### src/logic/lpf_pkg.sv
// Purpose: constants and types for the low-power freeze controller
// Assumes: core_clk at 20 MHz
// Notes: times kept in ns, cycle counts derived from the clock period
package lpf_pkg;
  localparam int CLK_PERIOD_NS = 50;
  localparam int ENTRY_MAX_NS = 1000;
  localparam int EXIT_MAX_NS = 1000;
  localparam int POWERUP_MAX_NS = 5000;
  // longest times round down to whole cycles
  localparam int ENTRY_CYC = ENTRY_MAX_NS / CLK_PERIOD_NS;
  localparam int EXIT_CYC = EXIT_MAX_NS / CLK_PERIOD_NS;
  localparam int POWERUP_CYC = POWERUP_MAX_NS / CLK_PERIOD_NS;
  localparam int SYNC_STAGES = 2;
  localparam int FILT_LEN = 3;
  localparam int CNT_W = 8;
  localparam int IN_W = 8;
  localparam logic [CNT_W-1:0] CNT_RST = 8'h00;
  // the pin may change just after an edge and is first sampled one edge
  // later, so that cycle is taken off too to keep the limit from the pin
  localparam logic [CNT_W-1:0] ENTRY_DELAY =
    CNT_W'(ENTRY_CYC - SYNC_STAGES - FILT_LEN - 3);
  localparam logic [CNT_W-1:0] EXIT_DELAY =
    CNT_W'(EXIT_CYC - SYNC_STAGES - FILT_LEN - 3);
  localparam logic [IN_W-1:0] IN_ALL_HIGH = 8'hff;

  typedef enum logic [2:0] {
    ST_POWERUP  = 3'b000,
    ST_RUN      = 3'b001,
    ST_ENTERING = 3'b010,
    ST_FROZEN   = 3'b011,
    ST_EXITING  = 3'b100
  } lpf_state_t;
endpackage

### src/logic/lpf_freeze_ctrl.sv
// Purpose: entry and exit sequencing of the static low-power freeze mode
// Assumes: pad and config inputs synchronous to core_clk, request and consent synchronised here; mode_type2 static after reset
// Notes: outputs model pll power, clock gating, input forcing, pad freeze
`timescale 1ns/10ps
module lpf_freeze_ctrl
  import lpf_pkg::*;
(
  input wire logic core_clk,
  input wire logic rst,
  input wire logic clk_en,
  input wire logic mode_type2_cfg,
  input wire logic freeze_request_pin,
  input wire logic core_freeze_consent,
  input wire logic [lpf_pkg::IN_W-1:0] input_hold_cfg,
  input wire logic [lpf_pkg::IN_W-1:0] pad_in,
  input wire logic [lpf_pkg::IN_W-1:0] pad_in_held,
  output logic freeze_active,
  output logic pll_power_down,
  output logic pll_clk_enable,
  output logic pad_freeze,
  output logic [lpf_pkg::IN_W-1:0] core_in
);
  import lpf_pkg::*;

  logic req_clean;
  logic consent_clean;
  logic type2_reg;
  logic cfg_taken_reg;
  logic type2_next;
  logic cfg_taken_next;
  lpf_state_t state_reg;
  lpf_state_t state_next;
  logic [CNT_W-1:0] cnt_reg;
  logic [CNT_W-1:0] cnt_next;
  logic frozen_reg;
  logic frozen_next;
  logic [IN_W-1:0] core_in_reg;
  logic [IN_W-1:0] core_in_next;
  logic enter_cond;

  lpf_input_filter u_req_filt (
    .core_clk(core_clk),
    .rst(rst),
    .clk_en(clk_en),
    .raw_in(freeze_request_pin),
    .clean_out(req_clean)
  );

  lpf_input_filter u_consent_filt (
    .core_clk(core_clk),
    .rst(rst),
    .clk_en(clk_en),
    .raw_in(core_freeze_consent),
    .clean_out(consent_clean)
  );

  always_comb
  begin
    type2_next = type2_reg;
    cfg_taken_next = cfg_taken_reg;
    if (!cfg_taken_reg)
    begin
      type2_next = mode_type2_cfg;
      cfg_taken_next = 1'b1;
    end
  end

  always_ff @(posedge core_clk)
  begin
    if (rst)
    begin
      type2_reg <= 1'b0;
      cfg_taken_reg <= 1'b0;
    end
    else if (clk_en)
    begin
      type2_reg <= type2_next;
      cfg_taken_reg <= cfg_taken_next;
    end
  end

  assign enter_cond = req_clean && (!type2_reg || consent_clean);

  always_comb
  begin
    state_next = state_reg;
    cnt_next = cnt_reg;
    frozen_next = frozen_reg;
    case (state_reg)
      ST_POWERUP:
      begin
        // settle window for a request held through power-up
        if (cfg_taken_reg && enter_cond)
        begin
          state_next = ST_ENTERING;
          cnt_next = ENTRY_DELAY;
        end
        else if (cnt_reg == CNT_W'(POWERUP_CYC - 1))
        begin
          state_next = ST_RUN;
        end
        else
        begin
          cnt_next = cnt_reg + 8'h01;
        end
      end
      ST_RUN:
      begin
        if (enter_cond)
        begin
          state_next = ST_ENTERING;
          cnt_next = ENTRY_DELAY;
        end
      end
      ST_ENTERING:
      begin
        // dropping the request, or in type 2 the consent, aborts entry
        if (!enter_cond)
        begin
          state_next = ST_RUN;
        end
        else if (cnt_reg == CNT_RST)
        begin
          state_next = ST_FROZEN;
          frozen_next = 1'b1;
        end
        else
        begin
          cnt_next = cnt_reg - 8'h01;
        end
      end
      ST_FROZEN:
      begin
        if (!req_clean)
        begin
          state_next = ST_EXITING;
          cnt_next = EXIT_DELAY;
        end
      end
      ST_EXITING:
      begin
        // a pin raised again here waits until exit has completed
        if (cnt_reg == CNT_RST)
        begin
          state_next = ST_RUN;
          frozen_next = 1'b0;
        end
        else
        begin
          cnt_next = cnt_reg - 8'h01;
        end
      end
      default:
      begin
        state_next = ST_RUN;
        frozen_next = 1'b0;
      end
    endcase
  end

  always_ff @(posedge core_clk)
  begin
    if (rst)
    begin
      state_reg <= ST_POWERUP;
      cnt_reg <= CNT_RST;
      frozen_reg <= 1'b0;
    end
    else if (clk_en)
    begin
      state_reg <= state_next;
      cnt_reg <= cnt_next;
      frozen_reg <= frozen_next;
    end
  end

  always_comb
  begin
    core_in_next = pad_in;
    if (frozen_next)
    begin
      core_in_next = (IN_ALL_HIGH & ~input_hold_cfg) |
                     (pad_in_held & input_hold_cfg);
    end
  end

  always_ff @(posedge core_clk)
  begin
    if (rst)
    begin
      core_in_reg <= '0;
    end
    else if (clk_en)
    begin
      core_in_reg <= core_in_next;
    end
  end

  // clock stop and pad freeze same cycle
  // one registered edge here; real silicon skews it
  assign freeze_active = frozen_reg;
  assign pll_power_down = frozen_reg;
  assign pll_clk_enable = !frozen_reg;
  assign pad_freeze = frozen_reg;
  assign core_in = core_in_reg;
endmodule

### src/logic/lpf_input_filter.sv
// Purpose: two-flop synchroniser followed by a stable-level filter
// Assumes: input may bounce; output changes only after FILT_LEN equal samples
// Notes: first flop feeds only the second flop
`timescale 1ns/10ps
module lpf_input_filter
  import lpf_pkg::*;
(
  input wire logic core_clk,
  input wire logic rst,
  input wire logic clk_en,
  input wire logic raw_in,
  output logic clean_out
);
  import lpf_pkg::*;
  logic meta_reg;
  logic sync_reg;
  logic [FILT_LEN-1:0] hist_reg;
  logic clean_reg;
  logic [FILT_LEN-1:0] hist_next;
  logic clean_next;

  always_comb
  begin
    hist_next = {hist_reg[FILT_LEN-2:0], sync_reg};
    clean_next = clean_reg;
    if (&hist_reg)
    begin
      clean_next = 1'b1;
    end
    else if (~|hist_reg)
    begin
      clean_next = 1'b0;
    end
  end

  always_ff @(posedge core_clk)
  begin
    if (rst)
    begin
      meta_reg <= 1'b0;
      sync_reg <= 1'b0;
      hist_reg <= '0;
      clean_reg <= 1'b0;
    end
    else if (clk_en)
    begin
      meta_reg <= raw_in;
      sync_reg <= meta_reg;
      hist_reg <= hist_next;
      clean_reg <= clean_next;
    end
  end

  assign clean_out = clean_reg;
endmodule

### config.mk
export PLATFORM = sky130hd
export DESIGN_NAME = lpf_freeze_ctrl
export DESIGN_NICKNAME = d
export VERILOG_FILES = /design/src/logic/lpf_pkg.sv /design/src/logic/lpf_freeze_ctrl.sv /design/src/logic/lpf_input_filter.sv
export SDC_FILE = /design/constraint.sdc
export NUM_CORES = 1
export LEC_CHECK = 0
export BUFFER_PORTS_ARGS = -buffer_cell sky130_fd_sc_hd__buf_4
export CAP_MARGIN = 20
export CORE_ASPECT_RATIO = 0.5
export CORE_UTILIZATION = 50
export DETAILED_ROUTE_END_ITERATION = 8
export PLACE_DENSITY = 0.73
export SLEW_MARGIN = 20
export SYNTH_ARGS = -nofsm -noshare
export SYNTH_HDL_FRONTEND = slang
export SYNTH_SLANG_ARGS = --single-unit
### constraint.sdc
create_clock -name core_clk -period 3 [get_ports core_clk]
set_input_delay 0.45 -clock core_clk [delete_from_list [all_inputs] [get_ports core_clk]]
set_output_delay 0.45 -clock core_clk [all_outputs]
set_load 0.05 [all_outputs]
# == Word level (Yosys, flattened, before mapping) ==
# Index checks and enable logic that the tools add are counted.
# totals
n_memories,0
mem_bits_ro,0
input_bits,30
latch_bits,0
out_inout_bits,12
regBits,34
word_cells,76
mem_bits_rw,0
# op_classes
muxes,24
mul,0
n_eq_ne,14
add_sub_neg,2
div_mod_pow,0
bitwise_logic,4
shift,0
n_lt_le_gt_ge,0
n_reduce_logical,18
# op_table
cell,count
$mux W8,7
$pmux W8 S5,1
$mux W3,7
$pmux W3 S5,1
$reduce_and A6 Y1,2
$ne A3 B3 Y1 const B,3
$reduce_or A3 Y1,3
$add A8 B1 Y8 const B,1
$and A8 B8 Y8,1
$eq A8 B7 Y1 const B,1
$logic_not A8 Y1,1
$ne A2 B2 Y1 const B,4
$not A8 Y8,1
$or A8 B8 Y8,1
$sub A8 B1 Y8 const B,1
$mux W1,7
$eq A3 B2 Y1 const B,2
$reduce_and A2 Y1,3
$reduce_and A3 Y1,2
$reduce_bool A5 Y1,1
$ne A2 B1 Y1 const B,2
$eq A3 B1 Y1 const B,1
$eq A3 B3 Y1 const B,1
$logic_not A3 Y1,1
5 further kinds,7

# == Depth between registers and ports, before layout ==
# Gate-level depths: netlist of run 1.
# logic_depth
depth_word,6
ltp_mapped,9
depth_no_buf,7

# == Modules after synthesis ==
# From an unflattened synthesis of run 1, not the netlist that was laid out.
# hier_totals
hier_cells,258
area_unflattened_um2,2157.1
# modules_own_cells
mod,seq_area_each_um2,cells_per_inst,instances,area_each_um2
lpf_freeze_ctrl,440.4,216,1,1681.6
lpf_input_filter,120.1,21,2,237.7

# == Worst setup path after synthesis of run 1 ==
# Ideal clock, no wire load.
# synth_path
kind,reg2reg
start,reg cnt_reg[0]
end,reg core_in_reg[0] (netlist: core_in[0])
t_arrival_ns,2.259
required_ns,2.905
setup_time_ns,0.095
slack_ns,0.645
n_path_buf,2
synth_period_minus_slack_ns,2.355
path_stages_with_launch,10
path_cell_list,dfxtp_1 -> clkbuf_1 -> inv_1 -> ha_1 -> or3b_2 -> or2_1 -> buf_6 -> nor4_4 -> nor2_4 -> o311ai_1
# synth_between
elab_chain_len,5
word_cells_on_any_way,6
cone_classes,mux: 5; reduce/logical: 1
# synth_rtl
item,line_no,rtl
from (decl),lpf_freeze_ctrl.sv:33,logic [CNT_W-1:0] cnt_reg;
from (signal assigned),lpf_freeze_ctrl.sv:172,cnt_reg <= cnt_next;
$logic_not A8 Y1 (*),"lpf_freeze_ctrl.sv:122, lpf_freeze_ctrl.sv:143",
$mux W1,lpf_freeze_ctrl.sv:122,else if (cnt_reg == CNT_RST)
$mux W1,lpf_freeze_ctrl.sv:118,if (!enter_cond)
$pmux W1 S3 (*),lpf_freeze_ctrl.sv:89,case (state_reg)
$mux W8 (*),lpf_freeze_ctrl.sv:180,if (frozen_next)
to (signal assigned),lpf_freeze_ctrl.sv:195,core_in_reg <= core_in_next;
to (decl),lpf_freeze_ctrl.sv:37,logic [IN_W-1:0] core_in_reg;
# Mark *: on every way between the ends. The rest lies on a longest branch, timed or not.
# A chain may end at the register's enable or synchronous reset.

# == Worst setup path in the final report of run 1 ==
# layout_path
start,reg cnt_reg[1]
end,reg core_in_reg[3] (netlist: core_in[3])
# Same word-level chain as after synthesis.

==> results of run 1 <==
-- power by group through the flow --
| stage | Combinational, mW | Clock, mW | Sequential [mW] |
|---|---|---|---|
| floorplan | 0.122 | 0 | 0.535 |
| global placement | 0.217 | 0 | 0.501 |
| detailed placement | 0.220 | 0 | 0.501 |
| CTS | 0.221 | 0.525 | 0.491 |
| global route | 0.237 | 0.549 | 0.495 |
| finish | 0.220 | 0.519 | 0.492 |
-- worst max-delay path by stage --
stage	from	to	cells after the start
2_1_floorplan	cnt_reg[0]$_SDFFE_PP0P_	core_in[0]$_SDFFE_PP0P_	9
3_3_place_gp	cnt_reg[1]$_SDFFE_PP0P_	core_in[2]$_SDFFE_PP0P_	7
6_report	cnt_reg[1]$_SDFFE_PP0P_	core_in[3]$_SDFFE_PP0P_	7
4_1_cts	cnt_reg[1]$_SDFFE_PP0P_	core_in[3]$_SDFFE_PP0P_	7
3_5_place_dp	cnt_reg[1]$_SDFFE_PP0P_	core_in[1]$_SDFFE_PP0P_	7
5_1_grt	cnt_reg[1]$_SDFFE_PP0P_	core_in[3]$_SDFFE_PP0P_	7
-- metrics by stage --
stage	instance area (um2)	utilization	worst slack (ns)
6_report	2570	0.636	0.419
4_1_cts	2570	0.636	0.417
3_3_place_gp	2430	0.602	0.521
5_1_grt	2570	0.636	0.256
2_1_floorplan	2190	-	0.645
3_5_place_dp	2430	0.602	0.438
-- cells by family (layout without fill, tap and decap cells) --
group	after synthesis	count (layout)
muxes	12	12
adders and majority gates	3	3
DFF	34	34
AOI/OAI and AO/OA	65	65
buffers and inverters	27	58
xor gates and xnor gates	4	4
and+or+nand+nor	118	118
-- tightest hold or removal path, delay by kind of cell --
kind,cells,cell delay (ns)
buffers and inverters,1,0.08
muxes,1,0.05
and+or+nand+nor,1,0.07
-- final cells by class --
cell class | instances | area [um2] | area share
clock buffers | 5 | 68.8 | 0.0268
multi-input cells | 202 | 1340 | 0.520
clock inverters | 3 | 68.8 | 0.0268
inverters | 7 | 26.3 | 0.0102
well taps | 54 | 67.6 | 0.0263
repair buffers | 43 | 323 | 0.126
flip-flops and latches | 34 | 681 | 0.265
-- synth_stat cells (2+ instances only) --
cell type / n / area [um2]
a211o_1: 2 / 17.5
a211oi_1: 3 / 22.5
a21oi_1: 12 / 60.1
a31o_2: 2 / 17.5
a31oi_1: 4 / 25.0
and2_1: 3 / 18.8
and3_1: 3 / 18.8
buf_4: 2 / 15.0
buf_6: 8 / 90.1
clkbuf_1: 9 / 33.8
dfxtp_1: 34 / 681
ha_1: 3 / 37.5
inv_1: 7 / 26.3
mux2i_1: 12 / 120
nand2_1: 24 / 90.1
nand2b_1: 4 / 25.0
nand3_1: 5 / 25.0
nand3b_1: 8 / 60.1
nor2_1: 25 / 93.8
nor2b_1: 11 / 68.8
nor3_1: 7 / 35.0
nor4_1: 4 / 25.0
o211a_1: 2 / 20.0
o211ai_1: 6 / 45.0
o21ai_0: 7 / 35.0
o22ai_1: 2 / 12.5
o311ai_0: 2 / 17.5
o311ai_1: 8 / 70.1
o31ai_1: 3 / 22.5
o32ai_1: 2 / 17.5
o41ai_1: 3 / 26.3
or4_1: 4 / 30.0
or4_2: 8 / 70.1
xnor2_1: 3 / 26.3
-- cells in the final DEF, fill, tap and decap left out, drive strengths merged, types with 4 or more instances in the layout --
| cell | Yosys | layout |
|---|---|---|
| nor2b | 11 | 11 |
| nor4 | 5 | 5 |
| mux2i | 12 | 12 |
| nand2 | 24 | 24 |
| inv | 7 | 7 |
| nor2 | 26 | 26 |
| nand2b | 4 | 4 |
| o211ai | 6 | 6 |
| and3 | 4 | 4 |
| a21oi | 12 | 12 |
| nand3 | 5 | 5 |
| o311ai | 10 | 10 |
| a31oi | 4 | 4 |
| buf | 10 | 43 |
| or4 | 13 | 13 |
| o21ai | 8 | 8 |
| nand3b | 8 | 8 |
| dfxtp | 34 | 34 |
| clkbuf | 9 | 5 |
| nor3 | 7 | 7 |
-- routing by layer --
| metal | global-route usage | vias to the layer above | share of wire |
|---|---|---|---|
| met1 | 0.335 | 966 | 0.46 |
| met3 | 0.0576 | 2 | 0.081 |
| met5 | 0 | - | 0 |
| li1 | - | 1049 | - |
| met4 | 0.0348 | 0 | 0.0023 |
| met2 | 0.400 | 89 | 0.46 |
==> summary.md, run 1 <==
| Metric | Value |
|---|---|
| Status | `finished, final reports clean` |
| Synth async-reset ratio | `0` |
| Crit start category | `register` |
| Post-synthesis net count | `just under 300` |
| Detail Placement HPWL | `between 3000 and 4000 um` |
| Final ANT Viol Nets | `0` |
| Setup TNS | `0 ns` |
| Fmax | `0.388 GHz` |
| R2R depth | `7` |
| Arrival @ worst endpoint | `2.77 ns` |
| Resized Gates After CTS | `0` |
| Sw Ratio | `0.274` |
| Cell row count | `16` |
| Hold Crit Depth | `3` |
| Die X-Extent | `95.6 um` |
| Vias | `2106` |
| Synth Register Bits | `34` |
| Critical path's largest stage delay | `0.55 ns` |
| CTS tree | `built` |
| Layout cells sized above 1 | `0.238` |
| Reg power frac | `0.399` |
| Pwr/cell area | `479 nW/um2` |
| Smallest hold slack | `0.400 ns` |
| First-pass DRT Iterations | `4` |
| GRT overflow | `0` |
| Clk_lat worst skew | `0.29 ns` |
| Post-CTS Setup Bufs | `0` |
| Post-synthesis mux area share | `0.0548` |
| Slowest CP cell | `nor4_4` |
| Worst reg-to-reg setup slack | `between 0.4 and 0.5 ns` |
| Worst Path Max Fanout | `9` |
| Number of global-route vias before repair | `approximately 1900` |
| Worst R2R Start | `cnt_reg[1]$_SDFFE_PP0P_` |
| First-pass GRT wire length | `8980 um` |
| Synth Cell Area | `2190 um2` |
| Synthesis-to-finish area growth | `17.3%` |
| Predominant post-synthesis flop cell | `dfxtp_1` |
| Layout Nets | `roughly 330` |
| Final GP Congestion | `0.946` |
| Initial antenna violation count | `0` |
| Post-placement cell count | `340` |
| Clk_skew | `roughly 0.012 ns` |
| CP Class | `register to register` |
| Min Clock Period, post-route | `2.58 ns` |
| Drc violations | `0` |
| Starting Density | `0.542` |
| CP cell instances | `inv_1, ha_1, or3b_2, or2_1, nor4_4, nor2_4, o311ai_1` |
| Clock Sinks | `34` |
| Hold Path Class | `input pin to register` |
| Vias per cell | `6.05` |
| Adder-cell area share of the yosys netlist | `0.0171` |
| Total core area | `4040 um2` |
| RSZ-0062 raised after global routing | `false` |
| Slew Viols, Final | `0` |
| Unique masters post-synth | `55` |
| Hold Fails Final Rpt | `0` |
| GRT Util Overall | `0.244` |
| IO buf count | `41` |
| Final setup viols | `0` |
| Largest family of logic cells by synthesized area | `simple AND/OR/NAND/NOR gates` |
| Worst Path Buf+Inv | `1` |
| Logic pwr share | `0.179` |
| Power consumption | `1.23 mW` |
| Crit end category | `register` |
| Max_slew headroom | `0.480` |
| Post-synthesis compound-gate area fraction | `0.215` |
| Leakage | `roughly 1.0 nW` |
| Wire per inst | `15.2 um` |
| Yosys warning total | `0` |
| # diodes | `0` |
| Max-cap violations | `0` |
| Clk pin slew, worst setup/hold paths | `0.07 ns` |
| EDFF count, synth | `0` |
| Worst Path Required | `3.19 ns` |
| Post-synthesis xor/xnor area fraction | `0.0160` |
| Seq/Total Area, Yosys | `0.311` |
| CTS buffer count | `5` |
| Worst R2R End | `core_in[3]$_SDFFE_PP0P_` |
| Post-Synthesis Cells | `263` |
| Family with the most delay on the worst path | `simple AND/OR/NAND/NOR gates` |
| I/O Pins | `42` |
| Avg Inst Size Synth | `8.33 um2` |
| DIE AREA | `4670 um2` |
| Simple-gate portion of the synthesized area | `0.307` |
| Pin slew with the least headroom to its limit | `0.780 ns` |
| DIE HEIGHT | `48.8 um` |
| Int Power | `0.894 mW` |
| Clock share of power | `0.422` |
| Root buffer cell | `clkbuf_8` |
| WL final | `roughly 5300 um` |
| Final non-filler cell total | `348` |
| VDD IR max | `234 uV` |
| Hold Startpoint | `core_freeze_consent` |
| CTS H-tree depth | `2` |
| Hold_buf cts | `0` |
| DR iter-0 viols | `147` |
| Worst Hold End | `u_consent_filt.meta_reg$_SDFFE_PP0P_` |
| Net switching power | `~0.34 mW` |
| Largest net degree at the start of global routing | `37` |
| Fillers | `~360` |
| Period utilization | `0.860` |
| CTS max path bufs | `2` |
(Power assumes the default switching activity.)
==> run 2: changes to the inputs <==
Settings changed: CELL_PAD_IN_SITES_DETAIL_PLACEMENT set to 2, CELL_PAD_IN_SITES_GLOBAL_PLACEMENT set to 2, CORE_UTILIZATION 50 to 32, PLACE_DENSITY 0.73 to unset, PLACE_DENSITY_LB_ADDON set to 0.1.
==> run 2 against run 1 <==
  * Register-to-register slack got worse by 0.07 ns
  * Clock power increased by 17%
  * Combinational power grew 5%
  * Die area increased by 54%
  * Wire length increased by 37%
  * Via count grew 4.1%
  * Largest power group unchanged
  * Total power increased by 8.1%
  * Sequential power barely moved
  * Core utilization is 21 points lower
  * Count of clock-buffer cells in the layout unchanged
  * Largest cell class unchanged
==> summary.md, run 2 (same netlist as run 1, synthesis figures left out) <==
| Metric | Value |
|---|---|
| Register area | `681 um2` |
| Crit start category | `register` |
| Pin slew with the least headroom to its limit | `0.717 ns` |
| Resized Gates After CTS | `0` |
| Worst Path Max Fanout | `9` |
| Arrival @ worst endpoint | `roughly 2.8 ns` |
| Worst R2R End | `core_in[7]$_SDFFE_PP0P_` |
| Pre-CTS setup slack | `0.324 ns` |
| Power consumption | `~1.3 mW` |
| GRT overflow | `0` |
| CP Class | `register to register` |
| Setup TNS | `0 ns` |
| Detail Placement HPWL | `5190 um` |
| CTS tree | `built` |
| Root buffer cell | `clkbuf_16` |
| Max_slew headroom | `0.518` |
| Total core area | `~6300 um2` |
| Met2 WL post-DR | `3550 um` |
| RSZ-0062 raised after global routing | `false` |
| VDD IR max | `295 uV` |
| Area occupied by multi-input gates | `1340 um2` |
| Worst reg-to-reg setup slack | `0.35 ns` |
| R2R depth | `7` |
| Vias per cell | `about 5.7` |
| DIE HEIGHT | `60.5 um` |
| Final setup viols | `0` |
| Crit end category | `register` |
| Drc violations | `0` |
| Clk pin slew, worst setup/hold paths | `0.06 ns` |
| First-pass DRT Iterations | `4` |
| Final WS setup | `0.350 ns` |
| WL met1 | `3380 um` |
| GRT Util Overall | `0.217` |
| Status | `finished, final reports clean` |
| Layout cells sized above 1 | `0.248` |
| CP Launch Point | `cnt_reg[1]$_SDFFE_PP0P_` |
| Final ANT Viol Nets | `0` |
| Cell row count | `20` |
| Clock Sinks | `34` |
| # diodes | `0` |
| Most frequent cells in the layout | `47 x buf_4, 34 x dfxtp_1, 25 x nor2_1, 24 x nand2_1` |
| Period utilization | `0.883` |
| Starting Density | `0.346` |
| Post-CTS Setup Bufs | `0` |
| Hold Path Class | `input pin to register` |
| Largest net degree at the start of global routing | `36` |
| Max-cap violations | `0` |
| DR iter-0 viols | `150` |
| Hold_buf cts | `0` |
| Worst R2R Start | `cnt_reg[1]$_SDFFE_PP0P_` |
| Fillers | `725` |
| Fmax | `0.377 GHz` |
| Worst Path Required | `3.18 ns` |
| Commonest non-fill, non-tap cell in the layout | `buf_4` |
| Min Clock Period, post-route | `2.65 ns` |
| Layout Nets | `330` |
| Met3 WL post-DR | `235 um` |
| Synthesis-to-finish area growth | `22.1%` |
| Number of global-route vias before repair | `~2300` |
| Top routing layer in use | `met4` |
| Leakage | `1.03 nW` |
| CTS max path bufs | `2` |
| Wire per inst | `~19 um` |
| Pwr/cell area | `497 nW/um2` |
| CTS H-tree depth | `2` |
| Vias | `2193` |
| IO buf count | `41` |
| Die X-Extent | `119 um` |
| Initial antenna violation count | `0` |
| Hold Fails Final Rpt | `0` |
| WL final | `7240 um` |
| First-pass GRT wire length | `between 10000 and 15000 um` |
| Clk_skew | `0.00361 ns` |
| Clk_lat worst skew | `about 0.28 ns` |
| I/O Pins | `42` |
| Final GP Congestion | `0.919` |
| DIE AREA | `7210 um2` |
| Worst Setup EP | `core_in[7]$_SDFFE_PP0P_` |
| Slew Viols, Final | `0` |
| CTS buffer count | `5` |
## run 2: area by class of cell
type                            count  area share
Multi-Input combinational cell    202       0.499
Sequential cell                    34       0.254
Timing Repair Buffer               47       0.132
Clock buffer                        5      0.0468
Tap cell                           88      0.0411
Clock inverter                      3      0.0168
Inverter                            7     0.00982
## run 2: power breakdown
group	internal (mW)	total [mW]	leakage, nW	switching [mW]
logic	0.0901	0.230	0.674	0.140
clock network	0.392	0.607	0.0760	0.216
registers	0.472	0.494	0.278	0.0216
## run 2: per-layer routing
metal / up-vias / global-route usage
li1: 1055 / -
met1: 1091 / 0.268
met2: 36 / 0.392
met3: 11 / 0.0470
met4: 0 / 0.0669
met5: - / 0
## run 2: per-stage QoR
stage                     hold slack [ns]   util  cells  instance area (um2)
after floorplan                     0.454      -    263                 2190
after global placement              0.473  0.396    378                 2510
after detailed placement            0.498  0.396    378                 2510
after CTS                           0.409  0.423    386                 2680
after global routing                0.427  0.423    386                 2680
final                               0.408  0.423    386                 2680
## run 2: critical path: stages (launching register included)
cell,delay (ns)
dfxtp_1,0.37
inv_1,0.16
ha_1,0.16
or3b_2,0.47
or2_1,0.32
nor4_4,0.58
nor2_4,0.15
o311ai_1,0.32
## run 2: worst min-delay path by stage
| stage | from | endpoint | slack (ns) | cells after the start |
|---|---|---|---|---|
| 2_1_floorplan | u_consent_filt.clean_out$_SDFFE_PP0P_ | u_consent_filt.clean_out$_SDFFE_PP0P_ | 0.45 | 2 |
| 3_3_place_gp | u_consent_filt.clean_out$_SDFFE_PP0P_ | u_consent_filt.clean_out$_SDFFE_PP0P_ | 0.47 | 2 |
| 3_5_place_dp | u_consent_filt.clean_out$_SDFFE_PP0P_ | u_consent_filt.clean_out$_SDFFE_PP0P_ | 0.50 | 2 |
| 4_1_cts | core_freeze_consent | u_consent_filt.meta_reg$_SDFFE_PP0P_ | 0.41 | 3 |
| 5_1_grt | mode_type2_cfg | type2_reg$_SDFFE_PP0P_ | 0.43 | 3 |
| 6_report | core_freeze_consent | u_consent_filt.meta_reg$_SDFFE_PP0P_ | 0.41 | 3 |
